$ cat config.mk
export PLATFORM = sky130hd
export DESIGN_NAME = tec_timer
export DESIGN_NICKNAME = d
export VERILOG_FILES = /design/src/verilog/tec_pkg.sv /design/src/verilog/tec_timer.sv
export VERILOG_INCLUDE_DIRS = /design/src /design/src/verilog
export SDC_FILE = /design/constraint.sdc
export NUM_CORES = 1
export LEC_CHECK = 0
export ABC_AREA = 0
export BUFFER_PORTS_ARGS = -buffer_cell sky130_fd_sc_hd__buf_2
export CELL_PAD_IN_SITES_DETAIL_PLACEMENT = 1
export CELL_PAD_IN_SITES_GLOBAL_PLACEMENT = 1
export CORE_MARGIN = 3
export CORE_UTILIZATION = 43
export DETAILED_ROUTE_END_ITERATION = 12
export PLACE_DENSITY_LB_ADDON = 0.25
export SYNTH_ARGS = -nofsm -noshare
export SYNTH_HDL_FRONTEND = slang
export SYNTH_SLANG_ARGS = --single-unit
$ cat constraint.sdc
create_clock -name clk_i -period 5.7 [get_ports clk_i]
set_input_delay 0.285 -clock clk_i [delete_from_list [all_inputs] [get_ports clk_i]]
set_output_delay 0.285 -clock clk_i [all_outputs]
set_load 0.02 [all_outputs]
$ cat src/verilog/tec_regs.svh
// register offsets, field positions, reset values and constants of the timer block
`ifndef TEC_REGS_SVH
`define TEC_REGS_SVH
`define TEC_OFF_CTRL   8'h00
`define TEC_OFF_CMD    8'h04
`define TEC_OFF_STATUS 8'h08
`define TEC_OFF_COUNT  8'h0C
`define TEC_OFF_PER    8'h10
`define TEC_OFF_CC0    8'h14
`define TEC_OFF_CC1    8'h18
`define TEC_CTRL_RST   32'h00000000
`define TEC_PER_RST    32'h000000FF
`define TEC_CMD_RETRIG 2'h1
`define TEC_CMD_STOP   2'h2
`define TEC_ST_OVF     0
`define TEC_ST_MC0     1
`define TEC_ST_ERR     3
`define TEC_ST_STOP    4
`define TEC_ST_RUN     5
`define TEC_MAX8       32'h000000FF
`define TEC_MAX16      32'h0000FFFF
`define TEC_MAX32      32'hFFFFFFFF
`endif

$ cat src/verilog/tec_pkg.sv
// types shared by the timer block
package tec_pkg;
  typedef enum logic [1:0] {
    TEC_M16 = 2'b00,
    TEC_M8  = 2'b01,
    TEC_M32 = 2'b10
  } tec_mode_t;
  typedef enum logic [1:0] {
    TEC_NORMAL_FREQUENCY_MODE = 2'b00,
    TEC_MATCH_FREQUENCY_MODE = 2'b01,
    TEC_NORMAL_PULSE_MODULATION_MODE = 2'b10,
    TEC_MATCH_PULSE_MODULATION_MODE = 2'b11
  } tec_wave_t;
  typedef enum logic [1:0] {
    TEC_EV_OFF    = 2'b00,
    TEC_EV_RETRIG = 2'b01,
    TEC_EV_COUNT  = 2'b10,
    TEC_EV_START  = 2'b11
  } tec_evact_t;
  // control word, packed in the order of its bits in the control register
  typedef struct packed {
    logic [1:0] mceo;
    logic [1:0] inven;
    logic [1:0] copen;
    logic [1:0] capten;
    logic       tcei;
    tec_evact_t evact;
    logic       dir;
    tec_wave_t  wave;
    tec_mode_t  mode;
    logic       en;
  } tec_cfg_t;
  typedef struct packed {
    logic        wr;
    logic        rd;
    logic [7:0]  addr;
    logic [31:0] wdata;
  } tec_bus_t;
  typedef struct packed {
    tec_cfg_t        cfg;
    logic            en_p;
    logic            run;
    logic            stop;
    logic            ovf;
    logic [1:0]      mc;
    logic            err;
    logic [31:0]     cnt;
    logic [31:0]     cycle_length_reg;
    logic [1:0][31:0] cc;
    logic [31:0]     top;
    logic [1:0]      wave;
    logic [1:0]      pin;
    logic            ovf_evt;
    logic [1:0]      mc_evt;
    logic [31:0]     rdata;
    logic [1:0]      sy1;
    logic [1:0]      sy2;
    logic [1:0]      sy3;
  } tec_state_t;
endpackage

$ cat src/verilog/tec_timer.sv
// timer/counter with event actions, compare waveforms and input capture
//
// Overview of operation
// restart from command code 1 or event
// running restart reloads TOP down, zero up
// stopped restart resumes from current count
// restart action: enable alone does not start
// count action: each event steps counter
// start action: event starts, ignored while running
// channels reset into compare mode
// match sets channel flag on counter tick
// normal modes: TOP is period or max
// normal frequency toggles output on match
// match frequency: TOP compare zero, toggle
// pwm up: set at TOP, clear on match
// pwm down: clear at zero, set on match
// match pwm: low pulse on output zero
// update and wrap flag at TOP/zero
// TOP below count lets counter wrap
// TOP change may reload old TOP once
// software enables event input and capture
// capture from event or synchronised pin
// counter actions use only routed events
// capture stores count, sets channel flag
// capture while flag set raises error
// direction bit zero up, one down
// stop reloads start, clears waves, sets stop flag
// per-channel inversion after waveform generation
`timescale 1ns/1ns
`include "tec_regs.svh"
module tec_timer (
  input  wire logic            clk_i,
  input  wire logic            rst_i,
  input  wire tec_pkg::tec_bus_t bus_i,
  output logic [31:0]          rdata_o,
  input  wire logic            event_i,
  input  wire logic [1:0]      cap_pin_i,
  output logic [1:0]           waveform_out_o,
  output logic [1:0]           waveform_oe_o,
  output logic                 wrap_event_o,
  output logic [1:0]           match_event_o,
  output logic                 running_o
);

  // ****************************************
  // functions
  // ****************************************
  function automatic logic [31:0] mode_max(input tec_pkg::tec_mode_t m);
    if (m == tec_pkg::TEC_M8) begin
      mode_max = `TEC_MAX8;
    end else if (m == tec_pkg::TEC_M32) begin
      mode_max = `TEC_MAX32;
    end else begin
      mode_max = `TEC_MAX16;
    end
  endfunction

  function automatic logic hit(input tec_pkg::tec_bus_t b, input logic [7:0] off);
    hit = b.wr && (b.addr == off);
  endfunction

  // ****************************************
  // state and helper terms
  // ****************************************
  tec_pkg::tec_state_t q;
  tec_pkg::tec_state_t d;
  logic [31:0]         top_now;
  logic [31:0]         start_val;
  logic [31:0]         mask;
  logic                cmd_wr;
  logic                retrig;
  logic                stop_cmd;
  logic                start_ev;
  logic                tick;
  logic                at_end;
  logic [1:0]          match;
  logic [1:0]          pin_rise;
  logic [1:0]          cap_trig;

  assign mask   = mode_max(q.cfg.mode);
  assign cmd_wr = hit(bus_i, `TEC_OFF_CMD);

  always_comb begin
    if (q.cfg.wave == tec_pkg::TEC_MATCH_FREQUENCY_MODE || q.cfg.wave == tec_pkg::TEC_MATCH_PULSE_MODULATION_MODE) begin
      top_now = q.cc[0] & mask;
    end else if (q.cfg.mode == tec_pkg::TEC_M8) begin
      top_now = q.cycle_length_reg & mask;
    end else begin
      top_now = mask;
    end
  end

  // the reload uses the TOP copy of the previous cycle, so a late write costs one period
  assign start_val = q.cfg.dir ? q.top : 32'h00000000;
  assign retrig    = (cmd_wr && bus_i.wdata[1:0] == `TEC_CMD_RETRIG) ||
                     (event_i && q.cfg.en && q.cfg.evact == tec_pkg::TEC_EV_RETRIG);
  assign stop_cmd  = cmd_wr && bus_i.wdata[1:0] == `TEC_CMD_STOP;
  assign start_ev  = event_i && q.cfg.en && !q.run &&
                     q.cfg.evact == tec_pkg::TEC_EV_START;
  assign tick      = q.run && !retrig && !stop_cmd &&
                     (q.cfg.evact != tec_pkg::TEC_EV_COUNT || event_i);
  // equality only: a TOP below the count is passed and the counter wraps at max
  assign at_end    = q.cfg.dir ? (q.cnt == 32'h00000000) : (q.cnt == q.top);
  assign pin_rise  = q.sy2 & ~q.sy3;

  genvar gi;
  generate
    for (gi = 0; gi < 2; gi++) begin : g_ch
      assign match[gi]    = !q.cfg.capten[gi] && (q.cnt == (q.cc[gi] & mask));
      assign cap_trig[gi] = q.cfg.capten[gi] &&
                            ((q.cfg.tcei && event_i) ||
                             (q.cfg.copen[gi] && pin_rise[gi]));
    end
  endgenerate

  // ****************************************
  // next state
  // ****************************************
  always_comb begin
    d         = q;
    d.ovf_evt = 1'b0;
    d.mc_evt  = 2'b00;
    d.rdata   = 32'h00000000;
    d.sy1     = cap_pin_i;
    d.sy2     = q.sy1;
    d.sy3     = q.sy2;
    d.top     = top_now;
    d.en_p    = q.cfg.en;

    // status clear first so that a hardware set in the same cycle wins
    if (hit(bus_i, `TEC_OFF_STATUS)) begin
      if (bus_i.wdata[`TEC_ST_OVF]) begin
        d.ovf = 1'b0;
      end
      if (bus_i.wdata[`TEC_ST_MC0]) begin
        d.mc[0] = 1'b0;
      end
      if (bus_i.wdata[`TEC_ST_MC0 + 1]) begin
        d.mc[1] = 1'b0;
      end
      if (bus_i.wdata[`TEC_ST_ERR]) begin
        d.err = 1'b0;
      end
    end

    // enable edge: restart and start actions wait for an event
    if (!q.cfg.en) begin
      d.run = 1'b0;
    end else if (!q.en_p && q.cfg.evact != tec_pkg::TEC_EV_RETRIG &&
                 q.cfg.evact != tec_pkg::TEC_EV_START) begin
      d.run  = 1'b1;
      d.stop = 1'b0;
    end

    if (stop_cmd && q.run) begin
      d.cnt  = start_val;
      d.wave = 2'b00;
      d.stop = 1'b1;
      d.run  = 1'b0;
    end else if (retrig && q.cfg.en) begin
      if (q.run) begin
        d.cnt = start_val;
      end else begin
        d.run  = 1'b1;
        d.stop = 1'b0;
      end
    end else if (start_ev) begin
      d.run  = 1'b1;
      d.stop = 1'b0;
    end

    if (tick) begin
      if (at_end) begin
        d.cnt     = q.cfg.dir ? q.top : 32'h00000000;
        d.ovf     = 1'b1;
        d.ovf_evt = 1'b1;
      end else if (q.cfg.dir) begin
        d.cnt = (q.cnt - 32'h00000001) & mask;
      end else begin
        d.cnt = (q.cnt + 32'h00000001) & mask;
      end
      for (int i = 0; i < 2; i++) begin
        if (match[i]) begin
          d.mc[i]     = 1'b1;
          d.mc_evt[i] = q.cfg.mceo[i];
        end
      end
      case (q.cfg.wave)
        tec_pkg::TEC_NORMAL_FREQUENCY_MODE: begin
          for (int i = 0; i < 2; i++) begin
            if (match[i]) begin
              d.wave[i] = ~q.wave[i];
            end
          end
        end
        tec_pkg::TEC_MATCH_FREQUENCY_MODE: begin
          if (at_end) begin
            d.wave[0] = ~q.wave[0];
          end
          if (match[1]) begin
            d.wave[1] = ~q.wave[1];
          end
        end
        tec_pkg::TEC_NORMAL_PULSE_MODULATION_MODE: begin
          for (int i = 0; i < 2; i++) begin
            if (at_end) begin
              d.wave[i] = ~q.cfg.dir;
            end else if (match[i]) begin
              d.wave[i] = q.cfg.dir;
            end
          end
        end
        default: begin
          if (at_end) begin
            d.wave[1] = ~q.cfg.dir;
          end else if (match[1]) begin
            d.wave[1] = q.cfg.dir;
          end
        end
      endcase
    end

    // match pwm output zero idles high and dips for one clock at each wrap
    if (q.cfg.wave == tec_pkg::TEC_MATCH_PULSE_MODULATION_MODE) begin
      d.wave[0] = d.run && !(tick && at_end);
    end

    for (int i = 0; i < 2; i++) begin
      if (cap_trig[i]) begin
        if (q.mc[i]) begin
          d.err = 1'b1;
        end else begin
          d.cc[i] = q.cnt;
          d.mc[i] = 1'b1;
        end
      end
    end

    if (bus_i.wr) begin
      if (bus_i.addr == `TEC_OFF_CTRL) begin
        d.cfg = tec_pkg::tec_cfg_t'(bus_i.wdata[16:0]);
      end else if (bus_i.addr == `TEC_OFF_COUNT) begin
        d.cnt = bus_i.wdata & mask; // software write beats every counter action
      end else if (bus_i.addr == `TEC_OFF_PER) begin
        d.cycle_length_reg = bus_i.wdata & `TEC_MAX8;
      end else if (bus_i.addr == `TEC_OFF_CC0) begin
        d.cc[0] = bus_i.wdata;
      end else if (bus_i.addr == `TEC_OFF_CC1) begin
        d.cc[1] = bus_i.wdata;
      end
    end

    if (bus_i.rd) begin
      if (bus_i.addr == `TEC_OFF_CTRL) begin
        d.rdata = {15'h0000, q.cfg};
      end else if (bus_i.addr == `TEC_OFF_STATUS) begin
        d.rdata = {26'h0000000, q.run, q.stop, q.err, q.mc, q.ovf};
      end else if (bus_i.addr == `TEC_OFF_COUNT) begin
        d.rdata = q.cnt;
      end else if (bus_i.addr == `TEC_OFF_PER) begin
        d.rdata = q.cycle_length_reg;
      end else if (bus_i.addr == `TEC_OFF_CC0) begin
        d.rdata = q.cc[0];
      end else if (bus_i.addr == `TEC_OFF_CC1) begin
        d.rdata = q.cc[1];
      end else begin
        d.rdata = 32'h00000000;
      end
    end

    d.pin = d.wave ^ d.cfg.inven;
  end

  always_ff @(posedge clk_i or posedge rst_i) begin
    if (rst_i) begin
      q     <= '0;
      q.cfg <= tec_pkg::tec_cfg_t'(17'(`TEC_CTRL_RST));
      q.cycle_length_reg <= `TEC_PER_RST;
      q.top <= `TEC_MAX16;
    end else begin
      q <= d;
    end
  end

  // ****************************************
  // outputs
  // ****************************************
  assign rdata_o        = q.rdata;
  assign waveform_out_o = q.pin;
  assign waveform_oe_o  = ~q.cfg.capten;
  assign wrap_event_o   = q.ovf_evt;
  assign match_event_o  = q.mc_evt;
  assign running_o      = q.run;
endmodule

Word-level counts from Yosys, hierarchy flattened
Index checks and enable logic that the tools add are counted.
{ "classes": {"addsub": 2, "n_eq_ne": 21, "muxes": 73, "bitwise": 15, "reduce_logical": 42} }
{ "op_table": {"columns": ["op", "n"], "rows": [
  ["$mux 32", 26],
  ["$mux 128", 2],
  ["$and 32x32->32", 5],
  ["$eq 32x32->1", 3],
  ["$mux 72", 1],
  ["$mux 64", 1],
  ["$add 32x1->32 const B", 1],
  ["$and 8x32->32", 1],
  ["$logic_not 32->1", 1],
  ["$sub 32x1->32 const B", 1],
  ["$mux 15", 2],
  ["$mux 1", 28],
  ["$eq 8x5->1 const B", 3],
  ["$logic_and 1x1->1", 24],
  ["$eq 8x4->1 const B", 2],
  ["$mux 2", 8],
  ["$eq 2x2->1 const B", 5],
  ["$eq 2x1->1 const B", 4],
  ["$eq 8x3->1 const B", 1],
  ["$logic_not 8->1", 1],
  ["$mux 8", 1],
  ["$logic_not 1->1", 7],
  ["$mux 3", 2],
  ["$logic_or 1x1->1", 5],
  ["other kinds (12)", 18]
]} }
{ "totals": {"regBits": 205, "out_inout_bits": 40, "word_cells": 182} }

Logic depth before layout (Yosys ltp)
{ "logic_depth": {"word_depth": 13, "mapped_depth": 12, "depth_no_buf": 11} }

Worst setup path before layout
No wires, ideal clock.
{ "synth_path": {"path_kind": "register to register", "from": "register q[217] (netlist name)", "to": "register q[204] (netlist name)", "setup_ns": 0.131, "arrival_ns": 3.396, "required_time_ns": 5.569, "setup_slack_ns": 2.172, "path_stages_with_launch": 12, "synth_period_minus_slack_ns": 3.528, "path_cell_list": "dfrtp_1 -> ha_1 -> a21o_1 -> a2111oi_2 -> a211o_1 -> nand3_1 -> a21o_1 -> a311o_1 -> a21o_1 -> a2111oi_2 -> nand4bb_1 -> nand3_1"} }
{ "synth_rtl": {"columns": ["element", "line_no", "text"], "rows": [
  ["start: declaration", "tec_timer.sv:65", "tec_pkg::tec_state_t q;"]
]} }

==> impl_metrics.py <==
metrics = {
    "outcome": {
        "status": "finished, final reports clean",
    },
    "placement": {
        "detailed_place.area_sq_um": 13230,
        "placement.io_buffers": 86,
        "finalWeightedCongestion": 0.8784,
        "hpwl_um": 33380,
        "detailedPlace.worstSlack_ns": 1.661,
    },
    "pwr": {
        "power.combinational.fraction_pct": 21.9,
        "swShare_pct": 34.83,
        "power.switching_w": 0.001532,
        "sequentialPowerShare_pct": 43.7,
        "fraction_of_power_consumed_by_the_clock_network_pct": 34.4,
        "static_leakage_nw": 5.985,
        "internal-power_w": 0.002866,
        "power.density_nw_per_um2": 313.5,
        "vdd_ir_drop_max_mv": 0.1766,
    },
    "route": {
        "drt_wl_total_um": 47250,
        "num_vias": 11630,
        "drt_first_pass_iters": 8,
        "drtIter0Drc": 1255,
        "ant_nets": 0,
        "avgRoutedWirePerCell_um": 25.96,
        "vias_per_cell": 6.387,
        "drc": 0,
    },
    "flow_run": {
        "maxCapViolations": 0,
    },
    "clock_tree": {
        "cts_tree": "built",
        "numClockSinks": 205,
        "clkTransAtPathRegs_ns": 0.06,
        "cts_buffer_count": 24,
        "cts_root_buf": "clkbuf_16",
        "max-clock-path-buffers": 3,
        "cts_setup_buffers": 0,
        "clk_latency_ns": 0.53,
        "cts_resized": 0,
        "cts_htree_levels": 1,
    },
    "sta": {
        "setup_ws_ns": 1.622,
        "final.min_clock_period_ns": 4.078,
        "fmax_mhz": 245.2,
        "hold_viol_final": 0,
        "rsz0062_at_grt": "no",
        "worst_pin_slew_ns": 0.9933,
        "timing.final.crit_share_pct": 71.54,
        "setup-tns-final_ns": 0,
        "worst_clock_skew_ns": 0.009597,
        "maxSlewHeadroom_pct": 33.62,
        "drv_slew": 0,
        "setup_viol": 0,
    },
    "worst_hold_path": {
        "hold_start": "bus_i[30]",
        "holdCritPathClass": "in2reg",
    },
    "layout": {
        "finish.net_count": 1495,
        "layout_cells_sized_above_1_pct": 15.33,
        "utilization_pct": 48.23,
        "area_delta_synth_final_pct": 9.182,
        "post_layout_inst_area_sq_um": 14030,
    },
    "die": {
        "floorplan.die_area_sq_um": 31990,
        "fp.dieH_um": 178.9,
        "start_util_pct": 44.17,
        "std_cell_rows": 62,
        "io-pin-count": 87,
        "die-width_um": 178.9,
        "core_sq_um": 29090,
    },
    "logic_synthesis": {
        "yosys_top_cell_by_area": "dfrtp_1",
        "share_of_synthesized_registers_carrying_an_async_set_or_reset_pct": 100.0,
        "mappedNetlistNets": 1509,
        "syn-instance-count": 1431,
        "syn_area_per_cell_sq_um": 8.980,
        "synth.top_cells.by_count": "dfrtp_1 (181), a21oi_1 (173), nor2_1 (117)",
        "synth.distinct_cells": 78,
        "synth_largest_type_area_fraction_pct": 35.25,
        "synth-seq-area-share_pct": 40.16,
        "yosys-top-cells-area": "dfrtp_1 (35%), a21oi_1 (6.7%), mux2i_1 (5.1%)",
        "synth_area_sq_um": 12850,
        "synth-main-ff-cell": "dfrtp_1",
        "number_of_enable_type_register_cells_in_the_synthesized_netlist": 0,
        "synth.yosys.warnings": 0,
        "ys_seq_elements": 205,
        "synthMostInstantiatedCell": "dfrtp_1",
    },
    "global_routing": {
        "global_route.overflow_total": 0,
        "globalRouteTotalUtil_pct": 29.37,
        "largest_net_degree_at_the_start_of_global_routing": 72,
        "grt_pass1_wl_um": 72130,
        "grt_pass1_vias": 11670,
        "grt_antenna_before_repair": 3,
    },
    "worst_setup_path": {
        "path_cells": "buf_4 -> ha_1 -> and4_1 -> o2111ai_1 -> a211o_1 -> nand3_1 -> a21o_1 -> a311o_1 -> a21o_1 -> a2111oi_2 -> nand4bb_1 -> nand3_1",
        "slowest_delay_ns": 0.94,
        "regToRegStartpoint": "q[217]",
        "worst_ep_required_time_ns": 6.11,
        "setup.worst_path.start": "q[217]",
        "critical_path.startpoint_type": "register",
        "worst-setup-path-type": "reg2reg",
        "timing.critical_path.fanout_max": 26,
        "timing.critical_path.to_type": "register",
        "cp_slowest_cell": "dfrtp_1",
        "data_arrival_critical_path_ns": 4.48,
    },
}
==> critical path: cells and delay by family (launching register included) <==
family	cells	cell delay [ns]
AOI/OAI and AO/OA	6	1.56
DFF	1	0.94
and+or+nand+nor	4	0.67
buffers and inverters	1	0.43
adders and majority gates	1	0.37
==> per-stage QoR <==
step / power (W) / hold slack, ns / std cells
after detailed placement: 0.002872 / 0.3364 / 1772
after floorplan: 0.002520 / 0.3164 / 1431
after global placement: 0.002844 / 0.3438 / 1772
final: 0.004398 / 0.06020 / 1820
after CTS: 0.004392 / 0.05351 / 1819
after global routing: 0.004588 / 0.06884 / 1820
==> metal layers <==
| layer | wire length (um) | GRT usage [%] | up-vias |
|---|---|---|---|
| met3 | 4406 | 6.205 | 100 |
| met2 | 20930 | 45.23 | 525 |
| met5 | 22 | 0 | - |
| met4 | 1216 | 7.175 | 4 |
| met1 | 20680 | 42.22 | 5860 |
| li1 | - | - | 5136 |
==> power by group through the flow <==
stage               clock [W]  combinational (W)  sequential, W
floorplan                   0           0.000825        0.00170
global placement            0           0.000918        0.00193
detailed placement          0           0.000945        0.00193
CTS                   0.00153           0.000956        0.00190
global route          0.00159            0.00106        0.00193
finish                0.00151           0.000963        0.00192
==> cell type report <==
| type | count | area (sq um) |
|---|---|---|
| antenna | 1 | 2.502 |
| sequential | 205 | 5160 |
| fill | 3370 | 15060 |
| inverter | 66 | 251.5 |
| timing repair buffer | 111 | 625.6 |
| tap | 384 | 480.5 |
| multi-input combinational | 1009 | 6738 |
| clock buffer | 32 | 650.6 |
| clock inverter | 12 | 121.4 |
==> timing repair <==
item | in CTS | in global routing
hold endpoints to repair | 75 | 0
hold buffers | 3 | 0
setup endpoints to repair | 0 | 0
==> sequential cells by signal (all words and copies together) (netlist names) <==
register,cells
d,5
match_event_o,2
q,162
rdata_o,32
running_o,1
waveform_out_o,2
wrap_event_o,1
==> cells by family (layout without fill, tap and decap cells) <==
family                     count (synthesis)  after routing  synth area share [%]
AOI/OAI and AO/OA                        462            462                 23.05
xor gates and xnor gates                  82             82                 5.589
adders and majority gates                 31             31                 3.077
buffers and inverters                    217            221                 7.644
DFF                                      205            205                 40.16
muxes                                     88             88                 7.079
other                                      0              1                     0
and+or+nand+nor                          346            346                 13.41
==> worst paths after layout <==
path / end / cells past startpoint / slack, ns
setup / recovery: q[204] / 12 / 1.62
hold / removal: q[107] / 3 / 0.06
setup reg to reg: q[204] / 12 / 1.62
hold reg to reg: d[1] / 0 / 0.37
max in group asynchronous: q[106] / 5 / 3.82
min in group asynchronous: rdata_o[6] / 4 / 0.48
==> cell usage in the layout, fill, tap and decap left out, types with 27 or more instances in the layout <==
cell type,n
ha_1,30
nand2_1,75
inv_1,65
dfrtp_1,181
o22ai_1,27
buf_2,86
a21oi_1,173
a22oi_1,31
xnor2_1,62
mux2i_1,65
nor2_1,113
o21ai_0,76
a222oi_1,30
(Power assumes the default switching activity.)
